### config.mk
export PLATFORM = sky130hd
export DESIGN_NAME = mea_mdio_slave
export DESIGN_NICKNAME = d
export VERILOG_FILES = /design/src/hdl/mea_pkg.sv /design/src/hdl/mea_cfg_space.sv /design/src/hdl/mea_mdio_slave.sv
export VERILOG_INCLUDE_DIRS = /design/src /design/src/hdl
export SDC_FILE = /design/constraint.sdc
export NUM_CORES = 2
export LEC_CHECK = 0
export BUFFER_PORTS_ARGS = -buffer_cell sky130_fd_sc_hd__buf_2
export CORE_MARGIN = 4
export CORE_UTILIZATION = 58
export DETAILED_ROUTE_END_ITERATION = 16
export PLACE_DENSITY = 0.89
export SYNTH_ARGS = -nofsm -noshare
export SYNTH_HDL_FRONTEND = slang
export SYNTH_HIERARCHICAL = 1
export SYNTH_SLANG_ARGS = --single-unit
### constraint.sdc
create_clock -name i_clk -period 4.55 [get_ports i_clk]
set_input_delay 0.91 -clock i_clk [delete_from_list [all_inputs] [get_ports i_clk]]
set_output_delay 0.91 -clock i_clk [all_outputs]
set_load 0.02 [all_outputs]
### src/hdl/mea_regs.svh
// Purpose: Constants for the extended management access block
// Assumes: Included by bare name from hdl/
// Notes:   Definitions only
`ifndef MEA_REGS_SVH
`define MEA_REGS_SVH

`define MEA_OP_RD      2'h2
`define MEA_OP_WR      2'h1
`define MEA_EXT_SEL    2'h3
`define MEA_PRE_LEN    6'h20
`define MEA_HDR_LAST   4'hB
`define MEA_DAT_LAST   4'hF
`define MEA_DAT_LOW    4'h8
`define MEA_HDR_OP     11:10
`define MEA_HDR_PHY    9:5
`define MEA_HDR_SEL    7:6
`define MEA_HDR_PHY_HI 9:8
`define MEA_HDR_PHY_LO 5
`define MEA_HDR_REG    4:0
`define MEA_STD_MAX    5'h05
`define MEA_STD_C1     5'h1D
`define MEA_STD_C2     5'h1F
`define MEA_HI_ZERO    8'h00

`define MEA_A_CHIP_END 8'h01
`define MEA_A_GLB_END  8'h0D
`define MEA_A_PWR_END  8'h0F
`define MEA_A_PORT_END 8'h5F
`define MEA_A_PCTL_END 4'h4
`define MEA_A_PTST_END 4'h7
`define MEA_A_RSV0_END 8'h67
`define MEA_A_STA_END  8'h6D
`define MEA_A_ICTL_END 8'h6F
`define MEA_A_IDAT_END 8'h78
`define MEA_A_RSV1_END 8'h7B
`define MEA_A_PINT_END 8'h7D
`define MEA_A_RSV2_END 8'h7F
`define MEA_A_GLX_END  8'h87
`define MEA_A_SELFTEST 8'h88
`define MEA_A_QUEUE_END 8'h8F
`define MEA_A_TOS_END  8'h9F
`define MEA_A_RSV3_END 8'hAF
`define MEA_A_XTST_NIB 4'hF
`define MEA_A_CHIP0    8'h00

`endif

### src/hdl/mea_pkg.sv
// Purpose: Types for the extended management access block
// Assumes: Constants live in mea_regs.svh
// Notes:   State machine codes are one-hot
package mea_pkg;

	typedef enum logic [5:0] {
		st_pre = 6'h01,
		st_sof = 6'h02,
		st_hdr = 6'h04,
		st_ta1 = 6'h08,
		st_ta2 = 6'h10,
		st_dat = 6'h20
	} mea_state_t;

	typedef enum logic [3:0] {
		rg_chip, rg_glb, rg_pwr, rg_pctl, rg_ptst, rg_pstat, rg_rsvd, rg_sta,
		rg_ictl, rg_idat, rg_pint, rg_glx, rg_self, rg_queue, rg_tos, rg_xctl
	} mea_region_t;

	typedef struct packed {
		logic [4:0]  phy;
		logic [4:0]  regad;
		logic [15:0] wdata;
	} mea_std_req_t;

	typedef struct packed {
		logic [2:0]  mdc_sy;
		logic [1:0]  dio_sy;
		mea_state_t  st;
		logic [5:0]  pre_cnt;
		logic [3:0]  bit_cnt;
		logic [11:0] hdr;
		logic [15:0] sh;
		logic        is_rd;
		logic        is_ext;
		logic        drv;
		logic        dout;
		logic        std_rd;
		logic        std_wr;
		logic        ext_wr;
	} mea_slv_t;

	typedef struct packed {
		logic [255:0][7:0] mem;
	} mea_rf_t;

endpackage : mea_pkg

### src/hdl/mea_cfg_space.sv
// Purpose: 256 x 8 configuration register space with region decode
// Assumes: Single writer, the management slave; hardware reads a second port
// Notes:   Identification and reserved test locations are read-only
`timescale 1ns/1ps
`include "mea_regs.svh"
module mea_cfg_space #(
	parameter logic [7:0] CHIP_ID0 = 8'hA5, // Arbitrary value
	parameter logic [7:0] CHIP_ID1 = 8'h10  // Arbitrary value
) (
	input  wire logic       i_clk,
	input  wire logic       i_arst_n,
	input  wire logic [7:0] i_addr,
	input  wire logic       i_wr,
	input  wire logic [7:0] i_wdata,
	output logic      [7:0] o_rdata,
	input  wire logic [7:0] i_hw_addr,
	output logic      [7:0] o_hw_data
);
	import mea_pkg::*;

	mea_rf_t q;
	mea_rf_t n;

	function automatic mea_region_t region(input logic [7:0] a);
		if (a <= `MEA_A_CHIP_END) region = rg_chip;
		else if (a <= `MEA_A_GLB_END) region = rg_glb;
		else if (a <= `MEA_A_PWR_END) region = rg_pwr;
		else if (a <= `MEA_A_PORT_END) begin
			if (a[3:0] <= `MEA_A_PCTL_END) region = rg_pctl;
			else if (a[3:0] <= `MEA_A_PTST_END) region = rg_ptst;
			else region = rg_pstat;
		end
		else if (a <= `MEA_A_RSV0_END) region = rg_rsvd;
		else if (a <= `MEA_A_STA_END) region = rg_sta;
		else if (a <= `MEA_A_ICTL_END) region = rg_ictl;
		else if (a <= `MEA_A_IDAT_END) region = rg_idat;
		else if (a <= `MEA_A_RSV1_END) region = rg_rsvd;
		else if (a <= `MEA_A_PINT_END) region = rg_pint;
		else if (a <= `MEA_A_RSV2_END) region = rg_rsvd;
		else if (a <= `MEA_A_GLX_END) region = rg_glx;
		else if (a == `MEA_A_SELFTEST) region = rg_self;
		else if (a <= `MEA_A_QUEUE_END) region = rg_queue;
		else if (a <= `MEA_A_TOS_END) region = rg_tos;
		else if (a <= `MEA_A_RSV3_END) region = rg_rsvd;
		else if (a[3:0] == `MEA_A_XTST_NIB) region = rg_ptst;
		else region = rg_xctl;
	endfunction : region

	function automatic logic locked(input mea_region_t r);
		locked = (r == rg_chip) || (r == rg_ptst) || (r == rg_rsvd);
	endfunction : locked

	always_comb begin
		n = q;
		if (i_wr && !locked(region(i_addr))) begin
			n.mem[i_addr] = i_wdata;
		end
	end

	always_ff @(posedge i_clk or negedge i_arst_n) begin
		if (!i_arst_n) begin
			q <= '0;
		end else begin
			q <= n;
		end
	end

	always_comb begin
		if (region(i_addr) == rg_chip) begin
			o_rdata = (i_addr == `MEA_A_CHIP0) ? CHIP_ID0 : CHIP_ID1;
		end else if (locked(region(i_addr))) begin
			o_rdata = '0;
		end else begin
			o_rdata = q.mem[i_addr];
		end
	end

	assign o_hw_data = q.mem[i_hw_addr];

	property p_wr_stores;
		@(posedge i_clk) disable iff (!i_arst_n)
		(i_wr && !locked(region(i_addr))) |=> (q.mem[$past(i_addr)] == $past(i_wdata));
	endproperty
	a_wr_stores: assert property (p_wr_stores) else $error("write not stored");

	property p_test_locked;
		@(posedge i_clk) disable iff (!i_arst_n)
		(i_wr && region(i_addr) == rg_ptst) |=> $stable(q.mem[$past(i_addr)]);
	endproperty
	a_test_locked: assert property (p_test_locked) else $error("test location written");

	property p_chip_id;
		@(posedge i_clk) disable iff (!i_arst_n)
		(i_addr == `MEA_A_CHIP0) |-> (o_rdata == CHIP_ID0);
	endproperty
	a_chip_id: assert property (p_chip_id) else $error("chip id mismatch");

endmodule : mea_cfg_space

### src/hdl/mea_mdio_slave.sv
// Purpose: Management serial slave with extended access to the configuration space
// Assumes: MDC and MDIO are asynchronous pins, sampled by i_clk at 250 MHz
// Notes:   MDC must stay well below i_clk/4 so every edge is seen
`timescale 1ns/1ps
`include "mea_regs.svh"
module mea_mdio_slave (
	input  wire logic                 i_clk,
	input  wire logic                 i_arst_n,
	input  wire logic                 i_mdc,
	input  wire logic                 i_mdio,
	output logic                      o_mdio,
	output logic                      o_mdio_oe_n,
	output logic                      o_std_rd,
	output logic                      o_std_wr,
	output mea_pkg::mea_std_req_t     o_std_req,
	input  wire logic          [15:0] i_std_rdata,
	input  wire logic          [7:0]  i_hw_addr,
	output logic               [7:0]  o_hw_data
);
	import mea_pkg::*;

	mea_slv_t   q;
	mea_slv_t   n;
	logic [7:0] ext_addr;
	logic [7:0] rf_rdata;
	logic       rise;
	logic       bit_in;
	logic [11:0] hdr_new;

	function automatic logic ext_sel(input logic [11:0] h);
		ext_sel = (h[`MEA_HDR_SEL] == `MEA_EXT_SEL);
	endfunction : ext_sel

	function automatic logic std_ok(input logic [4:0] r);
		std_ok = (r <= `MEA_STD_MAX) || (r == `MEA_STD_C1) || (r == `MEA_STD_C2);
	endfunction : std_ok

	// Edge found from the second and third sync stages, never the first
	assign rise     = q.mdc_sy[1] && !q.mdc_sy[2];
	assign bit_in   = q.dio_sy[1];
	assign hdr_new  = {q.hdr[10:0], bit_in};
	assign ext_addr = {q.hdr[`MEA_HDR_PHY_HI], q.hdr[`MEA_HDR_PHY_LO], q.hdr[`MEA_HDR_REG]};

	mea_cfg_space mea_cfg_space_i (
		.i_clk     (i_clk),
		.i_arst_n  (i_arst_n),
		.i_addr    (ext_addr),
		.i_wr      (q.ext_wr),
		.i_wdata   (q.sh[7:0]),
		.o_rdata   (rf_rdata),
		.i_hw_addr (i_hw_addr),
		.o_hw_data (o_hw_data)
	);

	always_comb begin
		n        = q;
		n.mdc_sy = {q.mdc_sy[1:0], i_mdc};
		n.dio_sy = {q.dio_sy[0], i_mdio};
		n.std_rd = 1'b0;
		n.std_wr = 1'b0;
		n.ext_wr = 1'b0;
		if (rise) begin
			case (q.st)
				st_pre: begin
					if (bit_in) begin
						if (q.pre_cnt != `MEA_PRE_LEN) n.pre_cnt = q.pre_cnt + 6'h01;
					end else if (q.pre_cnt == `MEA_PRE_LEN) begin
						n.pre_cnt = '0;
						n.st      = st_sof;
					end else begin
						n.pre_cnt = '0;
					end
				end
				st_sof: begin
					n.bit_cnt = '0;
					n.st      = bit_in ? st_hdr : st_pre;
				end
				st_hdr: begin
					n.hdr     = hdr_new;
					n.bit_cnt = q.bit_cnt + 4'h1;
					if (q.bit_cnt == `MEA_HDR_LAST) begin
						n.bit_cnt = '0;
						n.is_rd   = (hdr_new[`MEA_HDR_OP] == `MEA_OP_RD);
						n.is_ext  = ext_sel(hdr_new);
						if ((hdr_new[`MEA_HDR_OP] == `MEA_OP_RD || hdr_new[`MEA_HDR_OP] == `MEA_OP_WR) &&
						    (ext_sel(hdr_new) || std_ok(hdr_new[`MEA_HDR_REG]))) begin
							n.st     = st_ta1;
							n.std_rd = !ext_sel(hdr_new) && (hdr_new[`MEA_HDR_OP] == `MEA_OP_RD);
						end else begin
							n.st = st_pre;
						end
					end
				end
				st_ta1: begin
					if (q.is_rd) begin
						// Controller has released the line; take the zero slot now
						n.drv  = 1'b1;
						n.dout = 1'b0;
						n.sh   = q.is_ext ? {`MEA_HI_ZERO, rf_rdata} : i_std_rdata;
						n.st   = st_ta2;
					end else begin
						n.st = bit_in ? st_ta2 : st_pre;
					end
				end
				st_ta2: begin
					if (q.is_rd) begin
						n.dout = q.sh[15];
						n.sh   = {q.sh[14:0], 1'b0};
						n.st   = st_dat;
					end else begin
						n.st = bit_in ? st_pre : st_dat;
					end
				end
				st_dat: begin
					n.bit_cnt = q.bit_cnt + 4'h1;
					if (q.is_rd) begin
						if (q.bit_cnt == `MEA_DAT_LAST) begin
							n.drv  = 1'b0;
							n.dout = 1'b0;
							n.st   = st_pre;
						end else begin
							n.dout = q.sh[15];
							n.sh   = {q.sh[14:0], 1'b0};
						end
					end else begin
						n.sh = {q.sh[14:0], bit_in};
						if (q.bit_cnt == `MEA_DAT_LAST) begin
							n.ext_wr = q.is_ext;
							n.std_wr = !q.is_ext;
							n.st     = st_pre;
						end
					end
				end
				default: begin
					n.st   = st_pre;
					n.drv  = 1'b0;
					n.dout = 1'b0;
				end
			endcase
		end
	end

	always_ff @(posedge i_clk or negedge i_arst_n) begin
		if (!i_arst_n) begin
			q       <= '0;
			q.st    <= st_pre;
		end else begin
			q <= n;
		end
	end

	assign o_mdio           = q.dout;
	assign o_mdio_oe_n      = !q.drv;
	assign o_std_rd         = q.std_rd;
	assign o_std_wr         = q.std_wr;
	assign o_std_req.phy    = q.hdr[`MEA_HDR_PHY];
	assign o_std_req.regad  = q.hdr[`MEA_HDR_REG];
	assign o_std_req.wdata  = q.sh;

	property p_ta_zero;
		@(posedge i_clk) disable iff (!i_arst_n)
		(rise && q.st == st_ta1 && q.is_rd) |=> (q.drv && !q.dout && q.st == st_ta2);
	endproperty
	a_ta_zero: assert property (p_ta_zero) else $error("no driven zero in turnaround");

	property p_hi_zero;
		@(posedge i_clk) disable iff (!i_arst_n)
		(q.st == st_dat && q.is_rd && q.is_ext && q.bit_cnt < `MEA_DAT_LOW) |-> (q.drv && !q.dout);
	endproperty
	a_hi_zero: assert property (p_hi_zero) else $error("upper read byte not zero");

	property p_ext_rd_dec;
		@(posedge i_clk) disable iff (!i_arst_n)
		(q.st == st_ta1 && q.is_rd && q.is_ext) |-> (q.hdr[`MEA_HDR_OP] == `MEA_OP_RD && ext_sel(q.hdr));
	endproperty
	a_ext_rd_dec: assert property (p_ext_rd_dec) else $error("bad extended read decode");

	property p_ext_wr_dec;
		@(posedge i_clk) disable iff (!i_arst_n)
		q.ext_wr |-> (q.hdr[`MEA_HDR_OP] == `MEA_OP_WR && ext_sel(q.hdr) && !q.is_rd);
	endproperty
	a_ext_wr_dec: assert property (p_ext_wr_dec) else $error("bad extended write decode");

	property p_sof_abort;
		@(posedge i_clk) disable iff (!i_arst_n)
		(rise && q.st == st_sof && !bit_in) |=> (q.st == st_pre && q.pre_cnt == '0);
	endproperty
	a_sof_abort: assert property (p_sof_abort) else $error("bad start not abandoned");

	property p_wr_ta_abort;
		@(posedge i_clk) disable iff (!i_arst_n)
		(rise && q.st == st_ta1 && !q.is_rd && !bit_in) |=> (q.st == st_pre && !q.drv);
	endproperty
	a_wr_ta_abort: assert property (p_wr_ta_abort) else $error("bad turnaround not abandoned");

	property p_std_only;
		@(posedge i_clk) disable iff (!i_arst_n)
		(o_std_rd || o_std_wr) |-> (!ext_sel(q.hdr) && std_ok(q.hdr[`MEA_HDR_REG]));
	endproperty
	a_std_only: assert property (p_std_only) else $error("standard access outside its set");

	property p_drive_on_edge;
		@(posedge i_clk) disable iff (!i_arst_n)
		($changed(q.dout) || $changed(q.drv)) |-> $past(rise);
	endproperty
	a_drive_on_edge: assert property (p_drive_on_edge) else $error("drive changed off edge");

	c_ext_rd: cover property (@(posedge i_clk) disable iff (!i_arst_n)
		(q.st == st_dat && q.is_rd && q.is_ext && rise && q.bit_cnt == `MEA_DAT_LAST));
	c_ext_wr: cover property (@(posedge i_clk) disable iff (!i_arst_n) q.ext_wr);
	c_std_rd: cover property (@(posedge i_clk) disable iff (!i_arst_n) o_std_rd);
	c_abort: cover property (@(posedge i_clk) disable iff (!i_arst_n)
		(rise && q.st == st_ta1 && !q.is_rd && !bit_in));

endmodule : mea_mdio_slave

# Word-level counts from Yosys, hierarchy flattened
# Cells that the tools add are included.
[totals]
reg_bits = 2103
input_bits = 28
output_inout_bits = 38
word_cells = 423
[op_classes]
addsub = 2
order_cmp = 21
eq_ne = 30
n_mux = 65
bitwise_logic = 2
n_reduce_logical = 33
[ops]
columns = ["cell", "count"]
rows = [
  ["2048-bit bitwise mux", 1],
  ["8-bit binary-select mux with 8-bit select", 2],
  ["4-bit two-way mux", 21],
  ["16-bit two-way mux", 5],
  ["8-bit demux with 8-bit select", 1],
  ["8-bit by 7-bit <= comparator with 1-bit output (second input constant)", 8],
  ["6-bit two-way mux", 8],
  ["8-bit two-way mux", 6],
  ["16-bit one-hot mux with 3 select lines", 1],
  ["6-bit one-hot mux with 6 select lines", 1],
  ["8-bit <= comparator (second input constant)", 4],
  ["5-bit AND reduction", 4],
  ["8-bit by 9-bit < comparator with 1-bit output (second input constant)", 2],
  ["4-bit by 3-bit == test with 1-bit output (second input constant)", 4],
  ["8-bit by 4-bit <= comparator with 1-bit output (second input constant)", 2],
  ["2-bit inequality test (second input constant)", 7],
  ["4-bit == test (second input constant)", 3],
  ["6-bit == test (second input constant)", 2],
  ["4-bit one-hot mux with 3 select lines", 1],
  ["5-bit == test (second input constant)", 2],
  ["2-bit two-way mux", 5],
  ["5-bit two-way mux", 2],
  ["8-bit == test (second input constant)", 1],
  ["8-bit by 1-bit >= comparator with 1-bit output (second input constant)", 1],
  ["other kinds (30)", 59],
]

# Logic depth before layout (Yosys ltp)
[depth]
depth_word = 28
depth_mapped = 16
mapped_depth_nobuf = 10

# By module
# The synthesis kept the hierarchy.
[by_module_without_submodules]
columns = ["module", "instances", "cells_per_inst", "area_per_inst_um2"]
rows = [
  ["mea_cfg_space", 1, 6772, 107355.5],
  ["mea_mdio_slave", 1, 302, 3030.4],
]

# Worst setup path after synthesis
# OpenSTA, ideal clock, no wires.
[synth_timing]
path_kind = "input to output"
from = "input i_hw_addr[0]"
to = "output o_hw_data[0]"
t_arrival_ns = 3.659
path_slack_ns = -0.019
stages = 9
path_buffers = 3
path_cell_list = "clkbuf_1 -> clkbuf_1 -> buf_1 -> mux4_2 -> mux4_2 -> a22oi_1 -> o21ai_0 -> o31ai_1 -> nor2_1"
[synth_via]
elab_chain_cells = 2
[synth_rtl]
columns = ["element", "line", "text"]
rows = [
  ["start: declaration", "mea_mdio_slave.sv:17", "input wire logic [7:0] i_hw_addr,"],
  ["8-bit binary-select mux with 8-bit select", "mea_cfg_space.sv:78", "assign o_hw_data = q.mem[i_hw_addr];"],
  ["8-bit two-way mux (not written as such)", "mea_cfg_space.sv:78", ""],
  ["end: declaration", "mea_mdio_slave.sv:18", "output logic [7:0] o_hw_data"],
]
# No other way between the ends. The select of a mux whose other input is x is not followed.

# Final worst setup path
[layout_timing]
from = "input i_hw_addr[0]"
to = "output o_hw_data[2]"
# The elaborated chain is that of the path after synthesis.

==> impl_summary.txt <==
----------------------------------------------------
[Outcome]
  Status ... complete, but fails checks
  Violations in the final reports ... max-slew violations, negative setup slack

[Logic synthesis]
  Cell area after technology mapping ... about 110000 um2
  Synth async-reset ratio ... between 90% and 100%
  Number of enable flip-flop cells after synthesis ... 0
  Warnings from Yosys ... 6
  Distinct cells, synth ... between 80 and 90
  Count of state elements after synthesis ... 2103
  Biggest area contributors in the synthesized netlist ... dfrtp_1 (48%), mux4_2 (24%), mux2_2 (17%)
  Number of nets produced by synthesis ... between 7000 and 8000
  Top_reg_cell synth ... dfrtp_1
  Leading area contributor after synthesis ... dfrtp_1
  Seq/Total Area, Yosys ... between 40% and 50%
  Area share of the largest cell type after synthesis ... a little under half
  Instance count of the mapped netlist ... around 7000
  Mean instance size in the synthesized netlist ... around 16 um2

[STA]
  Setup repair after global routing missed its margin ... yes
  Worst-case setup margin in the final layout ... -194.8 ps
  Final worst path period need ... roughly 4700 ps
  Number of max-slew violations in the final report ... between 100 and 150
  Headroom to the max-slew limit ... -8.620%
  Transition time of the tightest slew-check pin ... roughly 1600 ps
  Setup TNS Final ... -848.1 ps
  Maximum clock frequency ... about 0.21 GHz
  Max Clock Skew ... between 40 and 50 ps
  Share of the clock period used by the worst path after layout ... 104.3%
  Number of failing setup endpoints in the final timing report ... 9
  Fin. Hold Viols ... 0

[Drt]
  TritonRoute pass-1 iters ... 9
  Wire length reported by the detailed router ... around 370000 um
  Average wire per standard cell ... roughly 38 um
  DRC viols ... 0
  DR iter-0 viols ... about 11000
  Via count ... 73760
  Vias per inst ... 7.562
  Antenna-violating nets left ... 0

[Worst setup path]
  Crit path max-delay family ... multiplexers
  Crit path required time ... 3640 ps
  R2R cell count ... 14
  Critical path's slowest cell ... mux4_2
  Worst reg2reg endpoint ... o_std_req[4]$_DFFE_PN0P_
  Worst setup path category ... in -> out
  Most frequent CP cell ... buf_12
  R2R Path Start ... o_std_req[16]$_DFFE_PN0P_
  Critical path endpoint category ... output port
  FF-to-FF setup slack ... -20 ps
  Worst Path Buf+Inv ... 7
  Longest individual stage delay on the worst path ... 560 ps
  Largest driver fanout on the critical path ... 8
  Critical-path cell list ... buf_16 -> buf_12 -> buf_16 -> buf_12 -> buf_12 -> buf_4 -> mux4_2 -> mux4_2 -> a221oi_1 -> o21ai_2 -> nand2_4 -> nor2_2 -> buf_4
  Startpoint type of the worst setup path ... input pin
  Signal arrival time at the worst endpoint ... ~3800 ps

[Clocking]
  CTS Root Buffer Type ... clkbuf_16
  Later-pin clock latency in the skew report ... 890 ps
  Number of clock sinks ... roughly 2100
  Quantity of hold-fixing buffers added after cts ... 0
  Clock-pin transition on the worst setup and hold timing paths ... about 60 ps
  TritonCTS clock tree ... built
  Number of H-tree levels ... 4
  Cts bufs inserted ... between 200 and 250
  Maximum root-to-sink buffer count ... 3

[Pwr]
  Worst-case vdd ir drop ... 0.3547 mV
  Power Density ... about 330 nW/um2
  Leak Pwr ... ~57 nW

[Finish]
  Net count, final ... between 7000 and 8000
  Area added between synthesis and finish ... 13.83%
  Count of placed standard cells in the final layout, fillers left out ... between 9000 and 10000
  Sequential cell area ... about 53000 um2
  Share of layout cells above drive strength 1 ... 59.86%
  Non-Filler Cell Area, Final ... about 130000 um2
  Number of fillers in the final layout ... ~11000
  Total area of multi-input combinational cells ... about 54000 um2

[Floorplanning]
  Die Outline Area ... 197400 um2
  Die Span Y ... about 440 um
  Die extent in x ... about 440 um
  Starting density of the core ... between 50% and 60%
  Cell Rows ... about 160
  I/O pin count ... 66
  Floorplan core area ... 188600 um2

[Placed design]
  Buffers on Ports ... 65
  Placed standard-cell area ... between 100000 and 150000 um2
  Final weighted congestion of routability-driven global placement ... 0.9995
  Count of placed standard cells including taps ... around 9300
  HPWL Detailed ... between 200000 and 250000 um

[Global routing]
  Wire length of the first global-routing pass ... about 540000 um
  Antenna violations before repair ... 28
  Maximum number of pins on one net before global-route repair ... 208
  Total GRT Usage ... 37.17%
  Number of global-route vias before repair ... 76790
  Remaining global-route overflow ... 0

[Min path]
  Worst hold path class ... in -> async

[Flow run]
  Number of max-cap violations ... 0

----------------------------------------------------
-- routing by layer --
layer | routed length, um | global-route usage [%] | vias to the layer above | part of all wire [%]
met2 | 162600 | 53.87 | 6289 | 44
met4 | 33060 | 26.36 | 28 | 9.0
li1 | - | - | 27150 | -
met1 | 120300 | 45.74 | 38420 | 33
met3 | 52780 | 14.82 | 1876 | 14
met5 | 194 | 0.07326 | - | 0.053
-- worst max-delay path by stage --
stage                       from            to  slack (ps)  cells past startpoint
finish              i_hw_addr[0]  o_hw_data[2]        -190                     13
global route        i_hw_addr[0]  o_hw_data[2]        -160                     13
CTS                 i_hw_addr[0]  o_hw_data[2]           1                     13
detailed placement  i_hw_addr[0]  o_hw_data[1]        -380                     12
global placement    i_hw_addr[0]  o_hw_data[1]        -440                     12
floorplan           i_hw_addr[0]  o_hw_data[5]           9                      9
-- timing repair --
action / 4_1_cts / 5_1_grt
resized for setup: 139 / 69
buffers inserted: 50 / 26
endpoints found under the setup margin: 10 / 11
gates cloned: 9 / 4
pin swaps: 24 / 25
-- layout make-up --
type | instances | share of cell area [%]
clock inverters | 80 | 0.9898
flip-flops and latches | 2103 | 41.92
multi-input cells | 3931 | 43.02
repair buffers | 819 | 6.649
inverters | 11 | 0.03684
clock buffers | 300 | 4.872
diodes | 15 | 0.02987
well taps | 2495 | 2.484
-- per-stage QoR --
step	power [mW]	worst slack (ps)	hold WS (ps)	util (%)
floorplan	21.60	8.644	331.2	-
global placement	23.39	-435.7	342.7	61.68
detailed placement	23.46	-375.7	352.3	61.68
CTS	41.91	0.9712	16.12	66.27
global route	43.11	-160.5	22.06	66.61
finish	42.07	-194.8	36.55	66.63
-- worst reg2reg max path, delay by kind of cell (launching register included) --
family	cells	cell delay, ps
AO/OA/AOI/OAI	5	1260
buffers and inverters	4	1180
multiplexers	3	1070
flip-flops	1	740
AND/OR/NAND/NOR	2	170
-- cell usage in the layout, fill, tap and decap left out, types with 12 or more instances in the layout --
cell type  instances
a211oi_1          26
a21oi_1           38
a221oi_1          21
a22oi_1           36
a22oi_2           13
a31oi_1           20
and2_1            12
buf_12           133
buf_16            19
buf_2             51
buf_4            576
buf_6             23
bufinv_16         24
clkbuf_1          36
clkbuf_16        213
clkbuf_8          55
clkinv_2          31
dfrtp_1         2087
dfrtp_4           12
diode_2           15
mux2_2          1660
mux2_4            32
mux2i_1          103
mux4_2          1179
nand2_1           71
nand2_2           12
nand2b_1          13
nand3_1           31
nand4_1           14
nor2_1           122
nor2_2            74
nor2b_1           26
nor3_1            21
nor3_2            15
nor3_4            83
o21ai_0           60
o21ai_2           12
o22ai_1           38
-- kinds of logic after synthesis --
kind of cell | synth area share, %
and+or+nand+nor | 3.521
adders and majority gates | 0.04534
DFF | 47.68
muxes | 42.48
buffers and inverters | 3.895
xor gates and xnor gates | 0.05554
AOI/OAI and AO/OA | 2.326
-- synth_stat cells, types with 12 or more instances --
library cell	n
a211oi_1	27
a21oi_1	38
a221oi_1	33
a22oi_1	49
a31oi_1	20
and2_1	12
buf_1	128
buf_2	94
buf_4	48
clkbuf_1	748
dfrtp_1	2102
mux2_2	1660
mux2_4	32
mux2i_1	110
mux4_2	1179
nand2_1	88
nand2b_1	13
nand3_1	33
nand4_1	14
nor2_1	130
nor2_2	72
nor2b_1	29
nor3_1	21
nor3_2	15
nor3_4	83
o21ai_0	81
o22ai_1	39
-- sequential cells by signal, indices dropped and copies added (netlist names) --
signal             flops
mea_cfg_space_i/q   2048
q                     21
hdr_new                1
o_std_req             26
n                      3
bit_in                 1
o_mdio                 1
o_std_rd               1
o_std_wr               1
-- report_power, final --
group	internal, mW	switching, mW
clock network	10.7	7.87
logic	1.83	2.80
registers	18.7	0.0978
total	31.3	10.8
Power figures use the tool's default switching activity.
